File: config.mk
export PLATFORM = sky130hd
export DESIGN_NAME = ubrg_top
export DESIGN_NICKNAME = d
export VERILOG_FILES = /design/src/hdl/ubrg_pkg.sv /design/src/hdl/ubrg_div_if.sv /design/src/hdl/ubrg_divider.sv /design/src/hdl/ubrg_top.sv
export SDC_FILE = /design/constraint.sdc
export NUM_CORES = 1
export LEC_CHECK = 0
export BUFFER_PORTS_ARGS = -buffer_cell sky130_fd_sc_hd__buf_2
export CAP_MARGIN = 20
export CORE_MARGIN = 10
export CORE_UTILIZATION = 55
export DETAILED_ROUTE_END_ITERATION = 12
export GPL_ROUTABILITY_DRIVEN = 0
export PLACE_DENSITY = 0.87
export SETUP_SLACK_MARGIN = 0.5
export SLEW_MARGIN = 5
export SYNTH_ARGS = -nofsm -noshare
export SYNTH_HDL_FRONTEND = slang
export SYNTH_SLANG_ARGS = --single-unit
export TNS_END_PERCENT = 5
File: constraint.sdc
create_clock -name aclk -period 3.45 [get_ports aclk]
set_clock_uncertainty 0.05 [all_clocks]
set_input_delay 0.69 -clock aclk [delete_from_list [all_inputs] [get_ports aclk]]
set_output_delay 0.69 -clock aclk [all_outputs]
set_load 0.01 [all_outputs]
File: src/hdl/ubrg_pkg.sv
// Package of constants and types for the baud rate generator
package ubrg_pkg;
	// Register byte offsets
	localparam logic [7:0] UBRG_MODE_OFF    = 8'h00;
	localparam logic [7:0] UBRG_BAUD_OFF    = 8'h04;
	localparam logic [7:0] UBRG_STATUS_OFF  = 8'h08;
	localparam logic [7:0] UBRG_CTRL_OFF    = 8'h0c;
	// Mode register fields
	localparam int UBRG_CLKS_LSB   = 4;
	localparam int UBRG_OVER_BIT   = 19;
	localparam int UBRG_SYNC_BIT   = 8;
	localparam logic [3:0] UBRG_MODE_FIELD_LSB = 4'h0;
	localparam logic [3:0] UBRG_MODE_NORMAL    = 4'h0;
	// Baud register fields
	localparam int UBRG_CD_LSB     = 0;
	localparam int UBRG_FP_LSB     = 16;
	// Control register bits
	localparam int UBRG_EN_BIT     = 0;
	localparam int UBRG_RI_BIT     = 1;
	localparam int UBRG_DSR_BIT    = 2;
	localparam int UBRG_DCD_BIT    = 3;
	localparam int UBRG_CTS_BIT    = 4;
	// Widths and constants
	localparam int UBRG_CD_W       = 16;
	localparam int UBRG_FP_W       = 3;
	localparam int UBRG_DIV_FIX    = 8;
	localparam logic [31:0] UBRG_ZERO32 = 32'h0000_0000;
	localparam logic [1:0] UBRG_RESP_OKAY   = 2'h0;
	localparam logic [1:0] UBRG_RESP_SLVERR = 2'h2;
	// Clock source selection codes
	typedef enum logic [1:0] {
		UBRG_SRC_MCK   = 2'h0,
		UBRG_SRC_DIV   = 2'h1,
		UBRG_SRC_EXT2  = 2'h2,
		UBRG_SRC_EXT   = 2'h3
	} ubrg_src_t;
endpackage

File: src/hdl/ubrg_div_if.sv
// Interface carrying divider configuration and ticks
`timescale 1ns/1ps
interface ubrg_div_if;
	logic        src_tick;
	logic [15:0] divisor;
	logic [2:0]  frac;
	logic        frac_en;
	logic        div_tick;
	modport ctl (output src_tick, output divisor, output frac, output frac_en, input div_tick);
	modport div (input src_tick, input divisor, input frac, input frac_en, output div_tick);
endinterface

File: src/hdl/ubrg_divider.sv
// Integer and fractional divider producing single-cycle ticks
`timescale 1ns/1ps
module ubrg_divider
	import ubrg_pkg::*;
(
	// Clock and reset
	input  wire logic aclk,
	input  wire logic aresetn,
	// Divider link
	ubrg_div_if.div   dif
);
	typedef struct packed {
		logic [15:0] cnt;
		logic [2:0]  acc;
		logic        extra;
		logic        tick;
	} ubrg_div_st_t;

	ubrg_div_st_t st_reg;
	ubrg_div_st_t st_next;

	// Count source ticks up to the divisor, restart from zero and stretch by the fraction
	always_comb begin
		logic [3:0] sum;
		sum = 4'h0;
		st_next = st_reg;
		st_next.tick = 1'b0;
		if (dif.divisor == 16'h0000) begin
			st_next.cnt = 16'h0000;
		end else if (dif.src_tick) begin
			if (dif.divisor == 16'h0001 && !dif.frac_en) begin
				st_next.tick = 1'b1;
			end else if (st_reg.extra) begin
				st_next.extra = 1'b0;
				st_next.tick = 1'b1;
				st_next.cnt = 16'h0000;
			end else if (st_reg.cnt + 16'h0001 >= dif.divisor) begin
				st_next.cnt = 16'h0000;
				sum = {1'b0, st_reg.acc} + {1'b0, dif.frac};
				st_next.acc = sum[2:0];
				if (dif.frac_en && sum[3]) begin
					st_next.extra = 1'b1;
				end else begin
					st_next.tick = 1'b1;
				end
			end else begin
				st_next.cnt = st_reg.cnt + 16'h0001;
			end
		end
	end

	// State register; without a source tick only the tick clears, plus the count on a zero divisor
	always_ff @(posedge aclk) begin
		if (!aresetn) begin
			st_reg <= '0;
		end else begin
			st_reg <= st_next;
		end
	end

	assign dif.div_tick = st_reg.tick;

	// Zero divisor silences the divider; divisor one without fraction passes every source tick
	property p_zero_silent;
		@(posedge aclk) disable iff (!aresetn)
		(dif.divisor == 16'h0000) [*2] |-> !dif.div_tick;
	endproperty
	a_zero_silent: assert property (p_zero_silent)
		else $error("tick with zero divisor");
	property p_bypass;
		@(posedge aclk) disable iff (!aresetn)
		(dif.src_tick && dif.divisor == 16'h0001 && !dif.frac_en) |=> dif.div_tick;
	endproperty
	a_bypass: assert property (p_bypass)
		else $error("bypass did not pass source tick");
endmodule

File: src/hdl/ubrg_top.sv
// Baud rate generator top with AXI4-Lite register slave
`timescale 1ns/1ps
module ubrg_top
	import ubrg_pkg::*;
#(
	parameter int MCK_DIV       = UBRG_DIV_FIX,
	parameter bit HAS_MODEM     = 1'b0
)(
	// Clock and reset
	input  wire logic        aclk,
	input  wire logic        aresetn,
	// AXI4-Lite write address and data
	input  wire logic [7:0]  s_axi_awaddr,
	input  wire logic        s_axi_awvalid,
	output logic             s_axi_awready,
	input  wire logic [31:0] s_axi_wdata,
	input  wire logic [3:0]  s_axi_wstrb,
	input  wire logic        s_axi_wvalid,
	output logic             s_axi_wready,
	// AXI4-Lite write response
	output logic [1:0]       s_axi_bresp,
	output logic             s_axi_bvalid,
	input  wire logic        s_axi_bready,
	// AXI4-Lite read
	input  wire logic [7:0]  s_axi_araddr,
	input  wire logic        s_axi_arvalid,
	output logic             s_axi_arready,
	output logic [31:0]      s_axi_rdata,
	output logic [1:0]       s_axi_rresp,
	output logic             s_axi_rvalid,
	input  wire logic        s_axi_rready,
	// Serial clock pin and modem status inputs (active low)
	input  wire logic        sck_in,
	input  wire logic        ri_n,
	input  wire logic        dsr_n,
	input  wire logic        dcd_n,
	input  wire logic        cts_n,
	// Generated ticks
	output logic             sample_tick,
	output logic             baud_tick
);
	typedef struct packed {
		logic        awready;
		logic        wready;
		logic        aw_got;
		logic        w_got;
		logic [7:0]  awaddr;
		logic [31:0] wdata;
		logic [3:0]  wstrb;
		logic        bvalid;
		logic [1:0]  bresp;
		logic        arready;
		logic        rvalid;
		logic [31:0] rdata;
		logic [1:0]  rresp;
		logic [31:0] mode;
		logic [31:0] baud;
		logic        clk_en;
		logic [4:0]  modem_mask;
		logic [3:0]  pre_cnt;
		logic        sck_d;
		logic [3:0]  os_cnt;
		logic        sample;
		logic        bit_tick;
	} ubrg_st_t;

	ubrg_st_t st_reg;
	ubrg_st_t st_next;
	ubrg_div_if dif ();

	// Write byte lanes into a word
	function automatic logic [31:0] ubrg_merge(input logic [31:0] old, input logic [31:0] nw,
		input logic [3:0] strb);
		logic [31:0] r;
		r = old;
		for (int i = 0; i < 4; i++) begin
			if (strb[i]) begin
				r[i*8 +: 8] = nw[i*8 +: 8];
			end
		end
		return r;
	endfunction

	logic       over;
	logic       sync_mode;
	logic       normal;
	ubrg_src_t  src;
	logic       src_tick;
	logic [3:0] os_last;
	logic [31:0] status_word;

	// Field decode from the mode register
	assign src       = ubrg_src_t'(st_reg.mode[UBRG_CLKS_LSB +: 2]);
	assign over      = st_reg.mode[UBRG_OVER_BIT];
	assign sync_mode = st_reg.mode[UBRG_SYNC_BIT];
	assign normal    = (st_reg.mode[UBRG_MODE_FIELD_LSB +: 4] == UBRG_MODE_NORMAL);
	assign os_last   = over ? 4'h7 : 4'hf;

	// Modem status only visible when pins exist
	assign status_word = {27'h0,
		HAS_MODEM ? ~{cts_n, dcd_n, dsr_n, ri_n} & st_reg.modem_mask[4:1] : 4'h0,
		st_reg.clk_en};

	// Source tick selection; ticks only while the clock is enabled
	always_comb begin
		src_tick = 1'b0;
		if (st_reg.clk_en) begin
			case (src)
				UBRG_SRC_MCK: src_tick = 1'b1;
				UBRG_SRC_DIV: src_tick = (st_reg.pre_cnt == 4'(MCK_DIV - 1));
				default:      src_tick = sck_in && !st_reg.sck_d;
			endcase
		end
	end

	assign dif.src_tick = src_tick;
	assign dif.divisor  = st_reg.baud[UBRG_CD_LSB +: UBRG_CD_W];
	assign dif.frac     = st_reg.baud[UBRG_FP_LSB +: UBRG_FP_W];
	assign dif.frac_en  = normal && !sync_mode && (dif.frac != 3'h0);

	ubrg_divider u_div (
		.aclk    (aclk),
		.aresetn (aresetn),
		.dif     (dif)
	);

	// Bus handling, prescaler and oversampling
	always_comb begin
		st_next = st_reg;
		st_next.sample = 1'b0;
		st_next.bit_tick = 1'b0;
		// Write address and data, either order
		if (s_axi_awvalid && st_reg.awready) begin
			st_next.aw_got = 1'b1;
			st_next.awaddr = s_axi_awaddr;
			st_next.awready = 1'b0;
		end
		if (s_axi_wvalid && st_reg.wready) begin
			st_next.w_got = 1'b1;
			st_next.wdata = s_axi_wdata;
			st_next.wstrb = s_axi_wstrb;
			st_next.wready = 1'b0;
		end
		if (st_reg.aw_got && st_reg.w_got && !st_reg.bvalid) begin
			st_next.bvalid = 1'b1;
			st_next.bresp = UBRG_RESP_OKAY;
			st_next.aw_got = 1'b0;
			st_next.w_got = 1'b0;
			// Writes land regardless of the clock enable
			if (st_reg.awaddr == UBRG_MODE_OFF) begin
				st_next.mode = ubrg_merge(st_reg.mode, st_reg.wdata, st_reg.wstrb);
			end else if (st_reg.awaddr == UBRG_BAUD_OFF) begin
				st_next.baud = ubrg_merge(st_reg.baud, st_reg.wdata, st_reg.wstrb);
			end else if (st_reg.awaddr == UBRG_CTRL_OFF) begin
				if (st_reg.wstrb[0]) begin
					st_next.clk_en = st_reg.wdata[UBRG_EN_BIT];
					st_next.modem_mask = {st_reg.wdata[UBRG_CTS_BIT], st_reg.wdata[UBRG_DCD_BIT],
						st_reg.wdata[UBRG_DSR_BIT], st_reg.wdata[UBRG_RI_BIT], 1'b0};
				end
			end else if (st_reg.awaddr != UBRG_STATUS_OFF) begin
				st_next.bresp = UBRG_RESP_SLVERR;
			end
		end
		if (st_reg.bvalid && s_axi_bready) begin
			st_next.bvalid = 1'b0;
			st_next.awready = 1'b1;
			st_next.wready = 1'b1;
		end
		// Read channel
		if (s_axi_arvalid && st_reg.arready) begin
			st_next.arready = 1'b0;
			st_next.rvalid = 1'b1;
			st_next.rresp = UBRG_RESP_OKAY;
			if (s_axi_araddr == UBRG_MODE_OFF) begin
				st_next.rdata = st_reg.mode;
			end else if (s_axi_araddr == UBRG_BAUD_OFF) begin
				st_next.rdata = st_reg.baud;
			end else if (s_axi_araddr == UBRG_STATUS_OFF) begin
				st_next.rdata = status_word;
			end else if (s_axi_araddr == UBRG_CTRL_OFF) begin
				st_next.rdata = {27'h0, st_reg.modem_mask[4:1], st_reg.clk_en};
			end else begin
				st_next.rdata = UBRG_ZERO32;
				st_next.rresp = UBRG_RESP_SLVERR;
			end
		end
		if (st_reg.rvalid && s_axi_rready) begin
			st_next.rvalid = 1'b0;
			st_next.arready = 1'b1;
		end
		// Prescaler and edge detect freeze when the clock is gated
		if (st_reg.clk_en) begin
			st_next.sck_d = sck_in;
			if (st_reg.pre_cnt == 4'(MCK_DIV - 1)) begin
				st_next.pre_cnt = 4'h0;
			end else begin
				st_next.pre_cnt = st_reg.pre_cnt + 4'h1;
			end
		end
		// Oversampling counter forms bit ticks in async mode
		if (dif.div_tick) begin
			st_next.sample = 1'b1;
			if (sync_mode) begin
				st_next.bit_tick = 1'b1;
			end else if (st_reg.os_cnt >= os_last) begin
				st_next.os_cnt = 4'h0;
				st_next.bit_tick = 1'b1;
			end else begin
				st_next.os_cnt = st_reg.os_cnt + 4'h1;
			end
		end
	end

	// State register
	always_ff @(posedge aclk) begin
		if (!aresetn) begin
			st_reg <= '0;
			st_reg.awready <= 1'b1;
			st_reg.wready <= 1'b1;
			st_reg.arready <= 1'b1;
		end else begin
			st_reg <= st_next;
		end
	end

	// Outputs straight from flip-flops
	assign s_axi_awready = st_reg.awready;
	assign s_axi_wready  = st_reg.wready;
	assign s_axi_bvalid  = st_reg.bvalid;
	assign s_axi_bresp   = st_reg.bresp;
	assign s_axi_arready = st_reg.arready;
	assign s_axi_rvalid  = st_reg.rvalid;
	assign s_axi_rdata   = st_reg.rdata;
	assign s_axi_rresp   = st_reg.rresp;
	assign sample_tick   = st_reg.sample;
	assign baud_tick     = st_reg.bit_tick;

	// Tick, oversampling, mode and bus checks
	property p_div_to_sample;
		@(posedge aclk) disable iff (!aresetn)
		dif.div_tick |=> sample_tick;
	endproperty
	a_div_to_sample: assert property (p_div_to_sample)
		else $error("sample tick missing after divider tick");
	property p_bit_needs_sample;
		@(posedge aclk) disable iff (!aresetn)
		baud_tick |-> sample_tick;
	endproperty
	a_bit_needs_sample: assert property (p_bit_needs_sample)
		else $error("bit tick without sample tick");
	property p_gated;
		@(posedge aclk) disable iff (!aresetn)
		!st_reg.clk_en [*3] |-> !sample_tick;
	endproperty
	a_gated: assert property (p_gated)
		else $error("tick while clock gated");
	property p_over8;
		@(posedge aclk) disable iff (!aresetn)
		(!sync_mode && over && st_reg.os_cnt == 4'h7 && dif.div_tick) |=> baud_tick;
	endproperty
	a_over8: assert property (p_over8)
		else $error("missing bit tick at eight samples");
	property p_over16;
		@(posedge aclk) disable iff (!aresetn)
		(!sync_mode && !over && st_reg.os_cnt < 4'hf && dif.div_tick) |=> !baud_tick;
	endproperty
	a_over16: assert property (p_over16)
		else $error("bit tick before sixteen samples");
	property p_os_bound;
		@(posedge aclk) disable iff (!aresetn)
		(!sync_mode && over && dif.div_tick) |=> st_reg.os_cnt <= 4'h7;
	endproperty
	a_os_bound: assert property (p_os_bound)
		else $error("oversample count out of range");
	property p_zero_no_sample;
		@(posedge aclk) disable iff (!aresetn)
		(dif.divisor == 16'h0000) [*3] |-> !sample_tick;
	endproperty
	a_zero_no_sample: assert property (p_zero_no_sample)
		else $error("sample tick with zero divisor");
	property p_div_spacing;
		@(posedge aclk) disable iff (!aresetn)
		(src == UBRG_SRC_DIV && src_tick) |=> (src != UBRG_SRC_DIV || !src_tick);
	endproperty
	a_div_spacing: assert property (p_div_spacing)
		else $error("prescaled source ticks back to back");
	property p_frac_mode;
		@(posedge aclk) disable iff (!aresetn)
		!normal |-> !dif.frac_en;
	endproperty
	a_frac_mode: assert property (p_frac_mode)
		else $error("fraction active outside normal mode");
	property p_wr_resp;
		@(posedge aclk) disable iff (!aresetn)
		(st_reg.aw_got && st_reg.w_got && !st_reg.bvalid) |=> s_axi_bvalid;
	endproperty
	a_wr_resp: assert property (p_wr_resp)
		else $error("write not answered");
	property p_modem;
		@(posedge aclk) disable iff (!aresetn)
		!HAS_MODEM |-> status_word[4:1] == 4'h0;
	endproperty
	a_modem: assert property (p_modem)
		else $error("absent modem pin visible");
endmodule

# --- After elaboration in Yosys (flattened, before gate mapping) ---
# Index checks and enable logic that the tools add are counted.
op_classes:
  addsub: 4
  mul: 0
  div_mod_pow: 0
  n_lt_le_gt_ge: 2
  eq_ne: 9
  shifts: 0
  n_mux: 27
  bitwise: 8
  n_reduce_logical: 41
op_table:
  columns: ["operator", "n"]
  rows:
  - ["32-bit 2-to-1 mux", 2]
  - ["16-bit 2-to-1 mux", 2]
  - ["8-bit by 4-bit == test with 1-bit output (second input constant)", 3]
  - ["2-bit 2-to-1 mux", 11]
  - ["16-bit by 1-bit adder with 16-bit output (second input constant)", 1]
  - ["16-bit by 1-bit == test with 1-bit output (second input constant)", 1]
  - ["8-bit by 3-bit == test with 1-bit output (second input constant)", 2]
  - ["16-bit greater-or-equal comparator", 1]
  - ["16-bit zero test", 1]
  - ["8-bit zero test", 2]
  - ["4-bit AND reduction", 4]
  - ["3-bit AND reduction", 5]
  - ["1-bit logical AND", 12]
  - ["4-bit 2-to-1 mux", 3]
  - ["5-bit 2-to-1 mux", 2]
  - ["5-bit AND reduction", 2]
  - ["4-bit by 1-bit adder with 4-bit output (second input constant)", 2]
  - ["8-bit by 4-bit inequality test with 1-bit output (second input constant)", 1]
  - ["1-bit NOT", 8]
  - ["2-bit OR reduction", 4]
  - ["1-bit 2-to-1 mux", 6]
  - ["2-bit AND reduction", 3]
  - ["3-bit by 3-bit adder with 4-bit output", 1]
  - ["4-bit by 3-bit == test with 1-bit output (second input constant)", 1]
  - ["8 further kinds", 11]
word_totals:
  regBits: 188
  latchBits: 0
  mem_bits_rw: 0
  romBits: 0
  input_bits: 64
  output_inout_bits: 43
  wordCells: 123
  memories: 0

# --- Longest topological paths before layout ---
# Gate-level depths: netlist of run 1.
logic_depth:
  word_depth: 8
  mapped_depth: 13
  ltp_nobuf: 12

# --- Modules after synthesis ---
# From an unflattened synthesis of run 1, not the netlist that was laid out.
hier_totals:
  hier_cells: 987
  hier_area_um2: 8715.9
modules_own_cells:
  columns: ["module", "instances", "cells_per_inst", "area_per_inst_um2", "seq_area_each_um2"]
  rows:
  - ["ubrg_top", 1, 791, 7003.0, 3303.2]
  - ["ubrg_divider", 1, 196, 1712.9, 420.4]

# --- Worst setup path after synthesis of run 1 ---
# OpenSTA, ideal clock, no wires.
synth_timing:
  path_type: "reg-to-reg"
  start: "reg u_div.st_reg[7] (netlist name)"
  end: "reg u_div.st_reg[13] (netlist name)"
  setup_time_ps: 59
  t_arrival_ps: 2767
  t_required_ps: 3341
  path_slack_ps: 574
  stages_incl_launch_ff: 14
  n_path_buf: 1
  period_less_slack_ps: 2876
  path_cell_list: "dfxtp_1 -> and2_1 -> nand3_1 -> nor2_1 -> nand3_1 -> xnor2_1 -> ha_1 -> a21oi_1 -> o21ai_0 -> a22oi_1 -> nand3_1 -> nor4_2 -> buf_2 -> a22o_1"
synth_between:
  elab_chain_cells: 4
synth_rtl:
  columns: ["item", "line", "text"]
  rows:
  - ["start: declaration", "ubrg_divider.sv:19", "ubrg_div_st_t st_reg;"]
  - ["start signal: assignment", "ubrg_divider.sv:57", "st_reg <= st_next;"]
  - ["16-bit by 1-bit adder with 16-bit output (*)", "ubrg_divider.sv:37, ubrg_divider.sv:47", null]
  - ["16-bit greater-or-equal comparator", "ubrg_divider.sv:37", "end else if (st_reg.cnt + 16'h0001 >= dif.divisor) begin"]
  - ["16-bit 2-to-1 mux (*)", "ubrg_divider.sv:37", null]
  - ["16-bit 2-to-1 mux (*)", "ubrg_divider.sv:33", "end else if (st_reg.extra) begin"]
# Every way passes the cells marked *; elsewhere a longest branch is shown, timed or not.
# A chain may end at the register's enable or synchronous reset.

# --- Worst setup path after layout of run 1 ---
layout_timing:
  start: "reg u_div.st_reg[15] (netlist name)"
  end: "reg u_div.st_reg[5] (netlist name)"
layout_between:
  elab_chain_cells: 4
layout_rtl:
  columns: ["item", "line"]
  rows:
  - ["16-bit by 1-bit adder with 16-bit output", "ubrg_divider.sv:37"]
  - ["16-bit greater-or-equal comparator", "ubrg_divider.sv:37"]
  - ["16-bit 2-to-1 mux", "ubrg_divider.sv:37"]
  - ["16-bit 2-to-1 mux", "ubrg_divider.sv:33"]
# No other way between the ends.

==> results of run 1 <==
area by class of cell:
type                       instances  area, um2  area share (%)
multi-input combinational        663       3647           40.45
tap                              180      225.2           2.498
clock buffer                      19      442.9           4.913
clock inverter                    13      212.7           2.359
timing repair buffer             117      644.4           7.147
sequential                       186       3732           41.40
inverter                          29      111.4           1.235
metal layers:
metal	global-route usage [%]	up-vias	wire length, um
met1	22.29	3147	8165
met3	5.002	34	1306
li1	-	3342	-
met5	0	-	0
met2	32.71	262	9760
met4	6.848	0	327
critical path, delay by kind of cell, from the launching register on:
kind	cells	cell delay, ps
simple gates	7	1280
flops	1	380
fa+ha+maj	1	330
mux	1	250
xor+xnor	1	180
buf+inv	1	170
compound gates	1	160
kinds of logic after synthesis:
group | Yosys count | share of synthesized area (%)
flip-flops | 186 | 47.26
XOR/XNOR | 19 | 2.112
AO/OA/AOI/OAI | 199 | 15.31
adder cells (fa/ha/maj) | 24 | 3.907
multiplexers | 12 | 1.556
AND/OR/NAND/NOR | 407 | 22.34
other | 1 | 0.04760
buffers and inverters | 115 | 7.464
where the power goes:
part	internal, mW	total (mW)	leakage, nW	switching (mW)
registers	2.21	2.25	1.52	0.0433
clock network	1.31	2.15	0.316	0.842
logic	0.102	0.273	1.71	0.171
through the flow:
| step | setup slack (ps) | hold slack [ps] |
|---|---|---|
| after detailed placement | 189.1 | 393.0 |
| after floorplan | 573.8 | 379.6 |
| after CTS | 484.1 | 402.1 |
| after global routing | 324.8 | 413.9 |
| after global placement | 32.08 | 387.3 |
| final | 551.7 | 402.4 |
cell usage in the layout, fill, tap and decap left out, types with 8 or more instances in the layout:
master,n
mux2i_1,10
nand4_1,8
a21oi_1,127
a221oi_1,29
nor3_1,30
and2_1,11
nand3_1,16
dfxtp_1,179
buf_2,100
buf_4,15
o21ai_0,12
clkbuf_16,17
ha_1,23
nor2_1,62
a22o_1,13
inv_1,28
nand2_1,245
xnor2_1,11
final timing paths:
kind | endpoint | slack (ps) | cells past startpoint
worst max-delay path | u_div.st_reg[5] | 550 | 12
worst min-delay path | st_reg[43] | 400 | 2
worst max register to register | u_div.st_reg[5] | 550 | 12
worst min register to register | st_reg[43] | 400 | 2
timing repair:
action / in CTS / in global routing
hold buffers: 0 / 0
pin swaps: 1 / 9
setup buffers: 1 / 2
resized for setup: 1 / 20
endpoints found under the hold margin: 0 / 0
setup endpoints to repair: 14 / 21
==> out/qor.csv, run 1 <==
metric,value,unit
wire_per_inst,16.20,um
ys_seq_elements,186,
drv_slew,0,
final_util,64.70,%
synth.avg_cell_area,8.182,um2
path_class,reg2reg,
seq_area_frac_synth,47.26,%
drc,0,
setup_violations,0,
arrival,3180,ps
drtIter0Drc,796,
p_total,4.678,mW
clockBufferDepth,2,
dieArea,19510,um2
crit_start,u_div.st_reg[15],
routed_wl,19.56,mm
grt_overflow_total,0,
slew_headroom,54.42,%
drv_cap,0,
fin_crit,2898,ps
hold_viol,0,
firstDrtPassIters,5,
nNetsFinal,1102,
cts-buffers-inserted,17,
portBuffers,100,
yosysMostFrequentCell,nand2_1,
period_share,84.01,%
synthFlopType,dfxtp_1,
grt_pass1_wl,31.44,mm
largest_reg_flops,102,
rsz0062_at_grt,false,
r2r-start,u_div.st_reg[15],
postLayoutCellArea,9016,um2
slowest_stage,dfxtp_1,
hold_start,st_reg[43],
ir_worst_vdd,351.4,uV
cts.sinks,186,
fin_setup_tns,0,ps
antenna_cells,0,
num_vias,6785,
worstSkewPairLatency,440,ps
synth_top_cell_area_share,47.26,%
grt_util_all_layers,19.06,%
start_kind,flop,
initial_core_util,56.54,%
worst_ep_required_time,3730,ps
clockRootBuffer,clkbuf_16,
synth_cells,963,
endpoint_kind,flop,
holdCritPathClass,reg2reg,
ios,107,
die_h,139.7,um
synth_common_cells,"nand2_1 (245), dfxtp_1 (186), a21oi_1 (127), nor2_1 (63), buf_4 (40)",
status,finished clean,
avgViaCountPerCell,5.621,
synth_cell_types,48,
n_fill_cell,1117,
leakage,3.536,nW
cts_max_level,4,
drive_gt1_share,17.04,%
syn_area,7879,um2
yosys-top-cells-area,"dfxtp_1 (47%), nand2_1 (12%), a21oi_1 (8.1%), buf_4 (3.8%), ha_1 (3.7%)",
ant_nets,0,
place_hpwl,13.07,mm
grt_max_degree,159,
coreArea,13930,um2
cts_tree,done,
rows,43,
dp.cells,1172,
fp.dieW,139.7,um
grt_antenna_before_repair,0,
area_delta_synth_final,14.44,%
yosysWarnings,0,
tightestPinTransition,683.7,ps
crit_chain,and4_1 -> and3_1 -> nand3_1 -> xnor2_2 -> ha_1 -> nand4_1 -> nor3_2 -> o311ai_2 -> nand3_2 -> nor4_4 -> buf_4 -> mux2_2,
grt_pass1_vias,6539,
dpl-instance-area,8259,um2
final-instance-count-excl-fill,1207,
yosysTopAreaCell,dfxtp_1,
fmax,0.3450,GHz
ys_async_sr_fraction,0,%
synth_edf_count,0,
cts.reportedPaths.clkPinSlew,70,ps
cp_max_fo,7,
power_density,518.8,nW/um2
cpPeakStageDelay,380,ps
Note: power is estimated with default switching activity, not from simulation.
==> run 2, diff against run 1 <==
--- a/config.mk
+++ b/config.mk
@@ -5,13 +5,14 @@
 export SDC_FILE = /design/constraint.sdc
 export NUM_CORES = 1
 export LEC_CHECK = 0
+export ABC_AREA = 1
 export BUFFER_PORTS_ARGS = -buffer_cell sky130_fd_sc_hd__buf_2
 export CAP_MARGIN = 20
 export CORE_MARGIN = 10
 export CORE_UTILIZATION = 55
 export DETAILED_ROUTE_END_ITERATION = 12
 export GPL_ROUTABILITY_DRIVEN = 0
-export PLACE_DENSITY = 0.87
+export PLACE_DENSITY = 0.86
 export SETUP_SLACK_MARGIN = 0.5
 export SLEW_MARGIN = 5
 export SYNTH_ARGS = -nofsm -noshare
==> constraint.sdc (replaced) <==
create_clock -name aclk -period 3 [get_ports aclk]
set_clock_uncertainty 0.05 [all_clocks]
set_input_delay 0.6 -clock aclk [delete_from_list [all_inputs] [get_ports aclk]]
set_output_delay 0.6 -clock aclk [all_outputs]
set_load 0.01 [all_outputs]
==> run 2 against run 1 <==
  * Critical endpoint is now u_div.dif.div_tick
  * Count of clock-buffer cells in the layout is 2 lower
  * Sequential cell count unchanged
  * Via count rose by 10%
==> out/qor.csv, run 2 <==
metric,value,unit,change
synthSimpleGateAreaFrac,18.19,%,-4.1 points
synth_common_cells,"dfxtp_1 (186), nor2_1 (158), inv_1 (127), a21oi_1 (122), o21ai_0 (118)",,
routed_wl,21.12,mm,+8.0%
coreArea,15090,um2,+8.3%
synth_top_family_by_area,compound AO/OA/AOI/OAI gates,,
drtIter0Drc,624,,-22%
synth_edf_count,0,,unchanged
cts-buffers-inserted,17,,unchanged
dp_slack,308.2,ps,+119.1 ps
leakage,4.272,nW,+21%
hold_viol,0,,unchanged
synthFlopType,dfxtp_1,,
grt_overflow_total,0,,unchanged
cp_max_fo,4,,-3
cts.reportedPaths.clkPinSlew,70,ps,about the same
synth.avg_cell_area,7.627,um2,-6.8%
min_delay_path_depth,3,,+1
holdCritPathClass,in2reg,,
use_met2,33.97,%,+1.3 points
grt_max_degree,103,,-35%
ir_worst_vdd,451.1,uV,+28%
portBuffers,100,,unchanged
r2r_end,u_div.dif.div_tick,,
tightestPinTransition,820.9,ps,+137.2 ps
dieArea,20610,um2,+5.6%
grt_pass1_vias,7176,,+9.7%
fin_setup_tns,0,ps,unchanged
cts_max_level,4,,unchanged
reg2regPathDepth,14,,+2
cts.sinks,186,,unchanged
ys_async_sr_fraction,0,%,unchanged
mostFrequentLayoutCells,"dfxtp_1 (180), nor2_1 (158), inv_1 (127)",,
firstDrtPassIters,6,,+1
rsz0062_at_grt,true,,
fp.dieW,143.6,um,+2.8%
final_common_cell,dfxtp_1,,
grt_pass1_wl,33.70,mm,+7.2%
slew_headroom,45.21,%,-9.2 points
yosysWarnings,0,,unchanged
grt_busiest_layer,met2,,
arrival,3050,ps,-130 ps
die_h,143.6,um,+2.8%
syn_area,8397,um2,+6.6%
grt_util_all_layers,20.22,%,+1.2 points
postLayoutCellArea,9617,um2,+6.7%
wire_per_inst,15.55,um,-4.0%
seq_area_frac_synth,44.35,%,-2.9 points
worst_ep_required_time,3290,ps,-440 ps
ys_seq_elements,186,,unchanged
synthAdderAreaFrac,3.666,%,-0.24 points
drc,0,,unchanged
drv_cap,0,,unchanged
use_met1,24.15,%,+1.9 points
regToRegSetupSlack,230,ps,-320 ps
ios,107,,unchanged
cts_tree,done,,
cts_hold_buffers,0,,unchanged
nNetsFinal,1245,,+13%
area_delta_synth_final,14.53,%,about the same
endpoint_kind,flop,,
ant_nets,0,,unchanged
drv_slew,0,,unchanged
start_kind,flop,,
synth_compound_area_share,19.71,%,+4.4 points
synth_cells,1101,,+14%
met3_usage,4.785,%,-0.22 points
slowest_stage,dfxtp_1,,
n_fill_cell,1262,,+13%
synthXorXnorAreaFrac,1.878,%,-0.23 points
setup_violations,0,,unchanged
place_hpwl,14.00,mm,+7.1%
final.setup.worst_slack,234.1,ps,-317.6 ps
status,finished clean,,
synth_top_cell_area_share,44.35,%,-2.9 points
dpl-instance-area,8737,um2,+5.8%
period_share,92.20,%,+8.2 points
yosysMostFrequentCell,dfxtp_1,,
fmax,0.3615,GHz,+4.8%
hold_start,s_axi_rready,,
cpPeakStageDelay,430,ps,+50 ps
avgViaCountPerCell,5.501,,-2.1%
rows,45,,+4.7%
yosysTopAreaCell,dfxtp_1,,
grt_antenna_before_repair,0,,unchanged
largest_reg_flops,102,,unchanged
initial_core_util,55.65,%,-0.89 points
power_density,561.2,nW/um2,+8.2%
min_to,s_axi_arready,,
path_class,reg2reg,,
clockRootBuffer,clkbuf_16,,
clockBufferDepth,2,,unchanged
synthMuxAreaShare,0,%,-1.6 points
antenna_cells,0,,unchanged
worstSkewPairLatency,440,ps,about the same
drive_gt1_share,19.15,%,+2.1 points
p_total,5.397,mW,+15%
synth_cell_types,44,,-8.3%
fin_crit,2766,ps,-132.4 ps
r2r-start,u_div.st_reg[13],,
crit_chain,inv_1 -> nor3_1 -> nand3_1 -> xor2_2 -> ha_1 -> nand2_1 -> nor2_1 -> nand2_1 -> nand2_2 -> a21oi_4 -> buf_6 -> clkbuf_16 -> nor2_1 -> o21a_1,,
yosys-top-cells-area,"dfxtp_1 (44%), a21oi_1 (7.3%), nor2_1 (7.1%), o21ai_0 (7.0%), inv_1 (5.7%)",,
num_vias,7471,,+10%
## run 2: cell types whose count changed in the layout (fill, tap and decap cells not counted), sizes merged, moves of 11 or more
cell | previous run | this run
o21ai | 13 | 137
nand2 | 245 | 121
and2 | 13 | 2
a211oi | 3 | 15
o211ai | 0 | 16
nor2 | 63 | 165
a22o | 13 | 0
inv | 32 | 146
nand3 | 17 | 42
a221oi | 29 | 0
nor3 | 34 | 8
## run 2: kinds of logic (layout without fill, tap and decap cells)
group,count (synthesis),after routing
AOI/OAI and AO/OA,305,305
xor gates and xnor gates,15,15
adders and majority gates,24,24
buffers and inverters,224,292
DFF,186,186
other,1,2
and+or+nand+nor,346,346
## run 2: area by class of cell
cell class                      count  area, um2  area share (%)
Inverter                          141      529.3           5.504
Sequential cell                   186       3739           38.88
Tap cell                          188      235.2           2.446
Multi-Input combinational cell    692       3772           39.23
Clock inverter                     15      200.2           2.082
Clock buffer                       17      425.4           4.424
Timing Repair Buffer              119      715.7           7.442
## run 2: worst max-delay path by stage
| stage | from | endpoint | slack, ps | depth (start not counted) |
|---|---|---|---|---|
| floorplan | u_div.st_reg[5] | u_div.st_reg[16] | 520 | 15 |
| global placement | u_div.st_reg[5] | u_div.dif.div_tick | 360 | 15 |
| detailed placement | u_div.st_reg[5] | u_div.dif.div_tick | 310 | 15 |
| CTS | u_div.st_reg[5] | u_div.st_reg[13] | 420 | 15 |
| global route | u_div.st_reg[13] | u_div.st_reg[13] | 120 | 15 |
| finish | u_div.st_reg[13] | u_div.dif.div_tick | 230 | 14 |
## run 2: timing repair
| item | CTS | global route |
|---|---|---|
| cloned | 1 | 1 |
| resized for setup | 17 | 16 |
| setup buffers | 7 | 2 |
| pin swaps | 5 | 11 |
| endpoints found under the setup margin | 21 | 21 |
## run 2: report_power, final
group          total, mW  internal (mW)  switching [mW]
clock network       2.34           1.27            1.06
registers           2.62           2.56          0.0637
logic              0.434          0.158           0.277
## run 2: worst max-delay path, delay by kind of cell (launching register included)
family	cells	cell delay, ps
buffers and inverters	3	410
XOR/XNOR	1	260
adder cells (fa/ha/maj)	1	270
AO/OA/AOI/OAI	2	300
AND/OR/NAND/NOR	7	940
flip-flops	1	430
## run 2: layer usage
metal | wire (um) | vias to the layer above
li1 | - | 3664
met1 | 8948 | 3469
met2 | 10070 | 292
met3 | 1583 | 46
met4 | 513 | 0
met5 | 0 | -
## run 2: stage by stage
stage / instances / utilization [%] / hold slack [ps]
after floorplan: 1102 / - / 366.1
after global placement: 1315 / 57.90 / 381.5
after detailed placement: 1315 / 57.90 / 386.7
after CTS: 1355 / 62.98 / 332.5
after global routing: 1358 / 63.73 / 363.7
final: 1358 / 63.73 / 342.5
==> run 3, diff against run 2 <==
--- a/config.mk
+++ b/config.mk
@@ -5,14 +5,15 @@
 export SDC_FILE = /design/constraint.sdc
 export NUM_CORES = 1
 export LEC_CHECK = 0
-export ABC_AREA = 1
+export ABC_AREA = 0
 export BUFFER_PORTS_ARGS = -buffer_cell sky130_fd_sc_hd__buf_2
 export CAP_MARGIN = 20
 export CORE_MARGIN = 10
 export CORE_UTILIZATION = 55
 export DETAILED_ROUTE_END_ITERATION = 12
 export GPL_ROUTABILITY_DRIVEN = 0
-export PLACE_DENSITY = 0.86
+export GPL_TIMING_DRIVEN = 1
+export PLACE_DENSITY = 0.87
 export SETUP_SLACK_MARGIN = 0.5
 export SLEW_MARGIN = 5
 export SYNTH_ARGS = -nofsm -noshare
==> run 3 against run 2 <==
  * Hold slack worse by 26 ps
  * Sequential cell count unchanged
  * Power shrank 5.7%
  * Non-clock buffer count rose by 10
  * Clock power shrank 6%
  * Final cell count decreased by 10%
  * Sequential share of layout area grew 2.2 points
  * Critical path depth fell by 1
  * Setup slack got worse by 15 ps
  * Core utilization rose by 1.7 points
  * Critical endpoint is now u_div.st_reg[16]
  * Highest routed layer unchanged
  * Sequential power about the same
  * Critical path type unchanged
  * Global-route usage is 0.59 points lower
==> out/qor.csv, run 3 (synthesis gave the netlist of run 1 again) <==
metric,value,unit,change
final-instance-count-excl-fill,1220,,-10%
area_delta_synth_final,15.64,%,
ant_nets,0,,unchanged
r2r_end,u_div.st_reg[16],,
crit_buf_inv,2,,-1
crit_chain,and2_4 -> nand3_4 -> nor2_4 -> nand4_1 -> xnor2_2 -> ha_1 -> nand4_1 -> inv_1 -> a22oi_2 -> nand3_2 -> nor4_4 -> buf_2 -> a22o_1,,
dpl-instance-area,8317,um2,-4.8%
portBuffers,100,,unchanged
setup_violations,0,,unchanged
mostFrequentLayoutCells,"nand2_1 (245), dfxtp_1 (176), a21oi_1 (126)",,
crit_top_cell,nand4_1,,
dieArea,19510,um2,-5.3%
coreArea,13930,um2,-7.7%
cpLargestDelayFamily,simple AND/OR/NAND/NOR gates,,
endpoint_kind,flop,,
routed_wl,19.89,mm,-5.8%
cts.reportedPaths.clkPinSlew,60,ps,about the same
seqCellArea,3741,um2,about the same
cts-buffers-inserted,17,,unchanged
status,finished clean,,
rsz0062_at_grt,true,,
clockRootBuffer,clkbuf_16,,
clockBufferDepth,2,,unchanged
grt_overflow_total,0,,unchanged
cp_max_fo,5,,+1
r2r-start,u_div.st_reg[7],,
drc,0,,unchanged
fmax,0.3596,GHz,-0.55%
power_density,558.5,nW/um2,-0.48%
cts_max_level,4,,unchanged
period_share,92.70,%,+0.51 points
cts.sinks,186,,unchanged
die_h,139.7,um,-2.7%
dp.cells,1171,,-11%
leakage,3.581,nW,-16%
firstDrtPassIters,5,,-1
reg2regPathDepth,13,,-1
grt_max_degree,77,,-25%
hold_viol,0,,unchanged
holdWs,316.9,ps,-25.63 ps
avgViaCountPerCell,5.652,,+2.7%
worstSkewPairLatency,430,ps,about the same
final_common_cell,nand2_1,,
nNetsFinal,1114,,-11%
drtIter0Drc,552,,-12%
drv_cap,0,,unchanged
cpPeakStageDelay,340,ps,-90 ps
ir_worst_vdd,418.2,uV,-7.3%
slew_headroom,63.22,%,+18 points
arrival,3110,ps,+60 ps
n_fill_cell,1130,,-10%
ios,107,,unchanged
slowest_stage,dfxtp_2,,
fp.dieW,139.7,um,-2.7%
num_vias,6896,,-7.7%
grt_pass1_vias,6782,,-5.5%
holdCritPathClass,in2reg,,
worst_ep_required_time,3330,ps,+40 ps
largest_reg_flops,102,,unchanged
cts_hold_buffers,0,,unchanged
rows,43,,-4.4%
cts_tree,done,,
multi_input_area,3721,um2,-1.4%
initial_core_util,56.54,%,+0.89 points
postLayoutCellArea,9111,um2,-5.3%
min_to,s_axi_wready,,
regToRegSetupSlack,220,ps,-20 ps
min_delay_path_depth,2,,-1
grt_pass1_wl,32.37,mm,-4.0%
tightestPinTransition,551.8,ps,-269.2 ps
drive_gt1_share,18.96,%,-0.18 points
fin_crit,2781,ps,+15.21 ps
place_hpwl,13.17,mm,-5.9%
wire_per_inst,16.30,um,+4.8%
drv_slew,0,,unchanged
fin_setup_tns,0,ps,unchanged
grt_util_all_layers,19.63,%,-0.59 points
path_class,reg2reg,,
grt_antenna_before_repair,1,,+1
hold_start,s_axi_wvalid,,
start_kind,flop,,
-- run 3: changes by cell type in the layout (fill, tap and decap cells not counted), moves of 13 or more --
| cell | previous run | this run |
|---|---|---|
| nand2_1 | 112 | 245 |
| a221oi_1 | 0 | 29 |
| nand3_1 | 26 | 13 |
| o21ai_0 | 118 | 12 |
| nor2_1 | 158 | 61 |
| nor3_1 | 7 | 30 |
| a22o_1 | 0 | 13 |
| o211ai_1 | 16 | 0 |
| inv_2 | 13 | 0 |
| o21ai_1 | 19 | 1 |
| inv_1 | 127 | 28 |
-- run 3: how the worst max path moves through the flow --
stage,from,to,cells past startpoint
after floorplan,u_div.st_reg[12],u_div.st_reg[14],12
after global placement,u_div.st_reg[6],u_div.st_reg[7],13
after detailed placement,u_div.st_reg[10],u_div.st_reg[12],13
after CTS,u_div.st_reg[13],u_div.st_reg[5],12
after global routing,u_div.st_reg[7],u_div.st_reg[16],13
final,u_div.st_reg[7],u_div.st_reg[16],13
-- run 3: area by class of cell --
class / count / area share [%]
Sequential cell: 186 / 41.06
Multi-Input combinational cell: 663 / 40.84
Timing Repair Buffer: 129 / 8.075
Clock buffer: 24 / 5.287
Tap cell: 180 / 2.472
Inverter: 29 / 1.222
Clock inverter: 8 / 1.016
Antenna cell: 1 / 0.02746
-- run 3: where the power goes --
group / internal [mW] / leakage [nW] / switching, mW
Combinational: 0.118 / 1.78 / 0.190
Clock: 1.29 / 0.284 / 0.906
Sequential: 2.54 / 1.52 / 0.0508
-- run 3: routing by layer --
metal	vias up	routed length, um	track usage, %
li1	3369	-	-
met5	-	0	0
met4	0	500	8.859
met3	52	1463	5.172
met1	3185	8311	23.39
met2	290	9609	32.32
-- run 3: per-stage QoR --
stage | setup WS, ps | utilization (%) | power, mW
final | 218.9 | 65.39 | 5.088
after global routing | 97.00 | 65.37 | 5.255
after CTS | 315.4 | 64.92 | 5.110
after detailed placement | 144.5 | 59.68 | 2.953
after global placement | 234.5 | 59.68 | 2.947
after floorplan | 380.5 | - | 2.858
-- run 3: repair_timing --
item                                   CTS  global route
pin swaps                               11             2
endpoints found under the hold margin    0             0
setup endpoints to repair               21            58
buffers inserted                        12             3
gates resized for setup                 15             5
gates cloned                             0             1
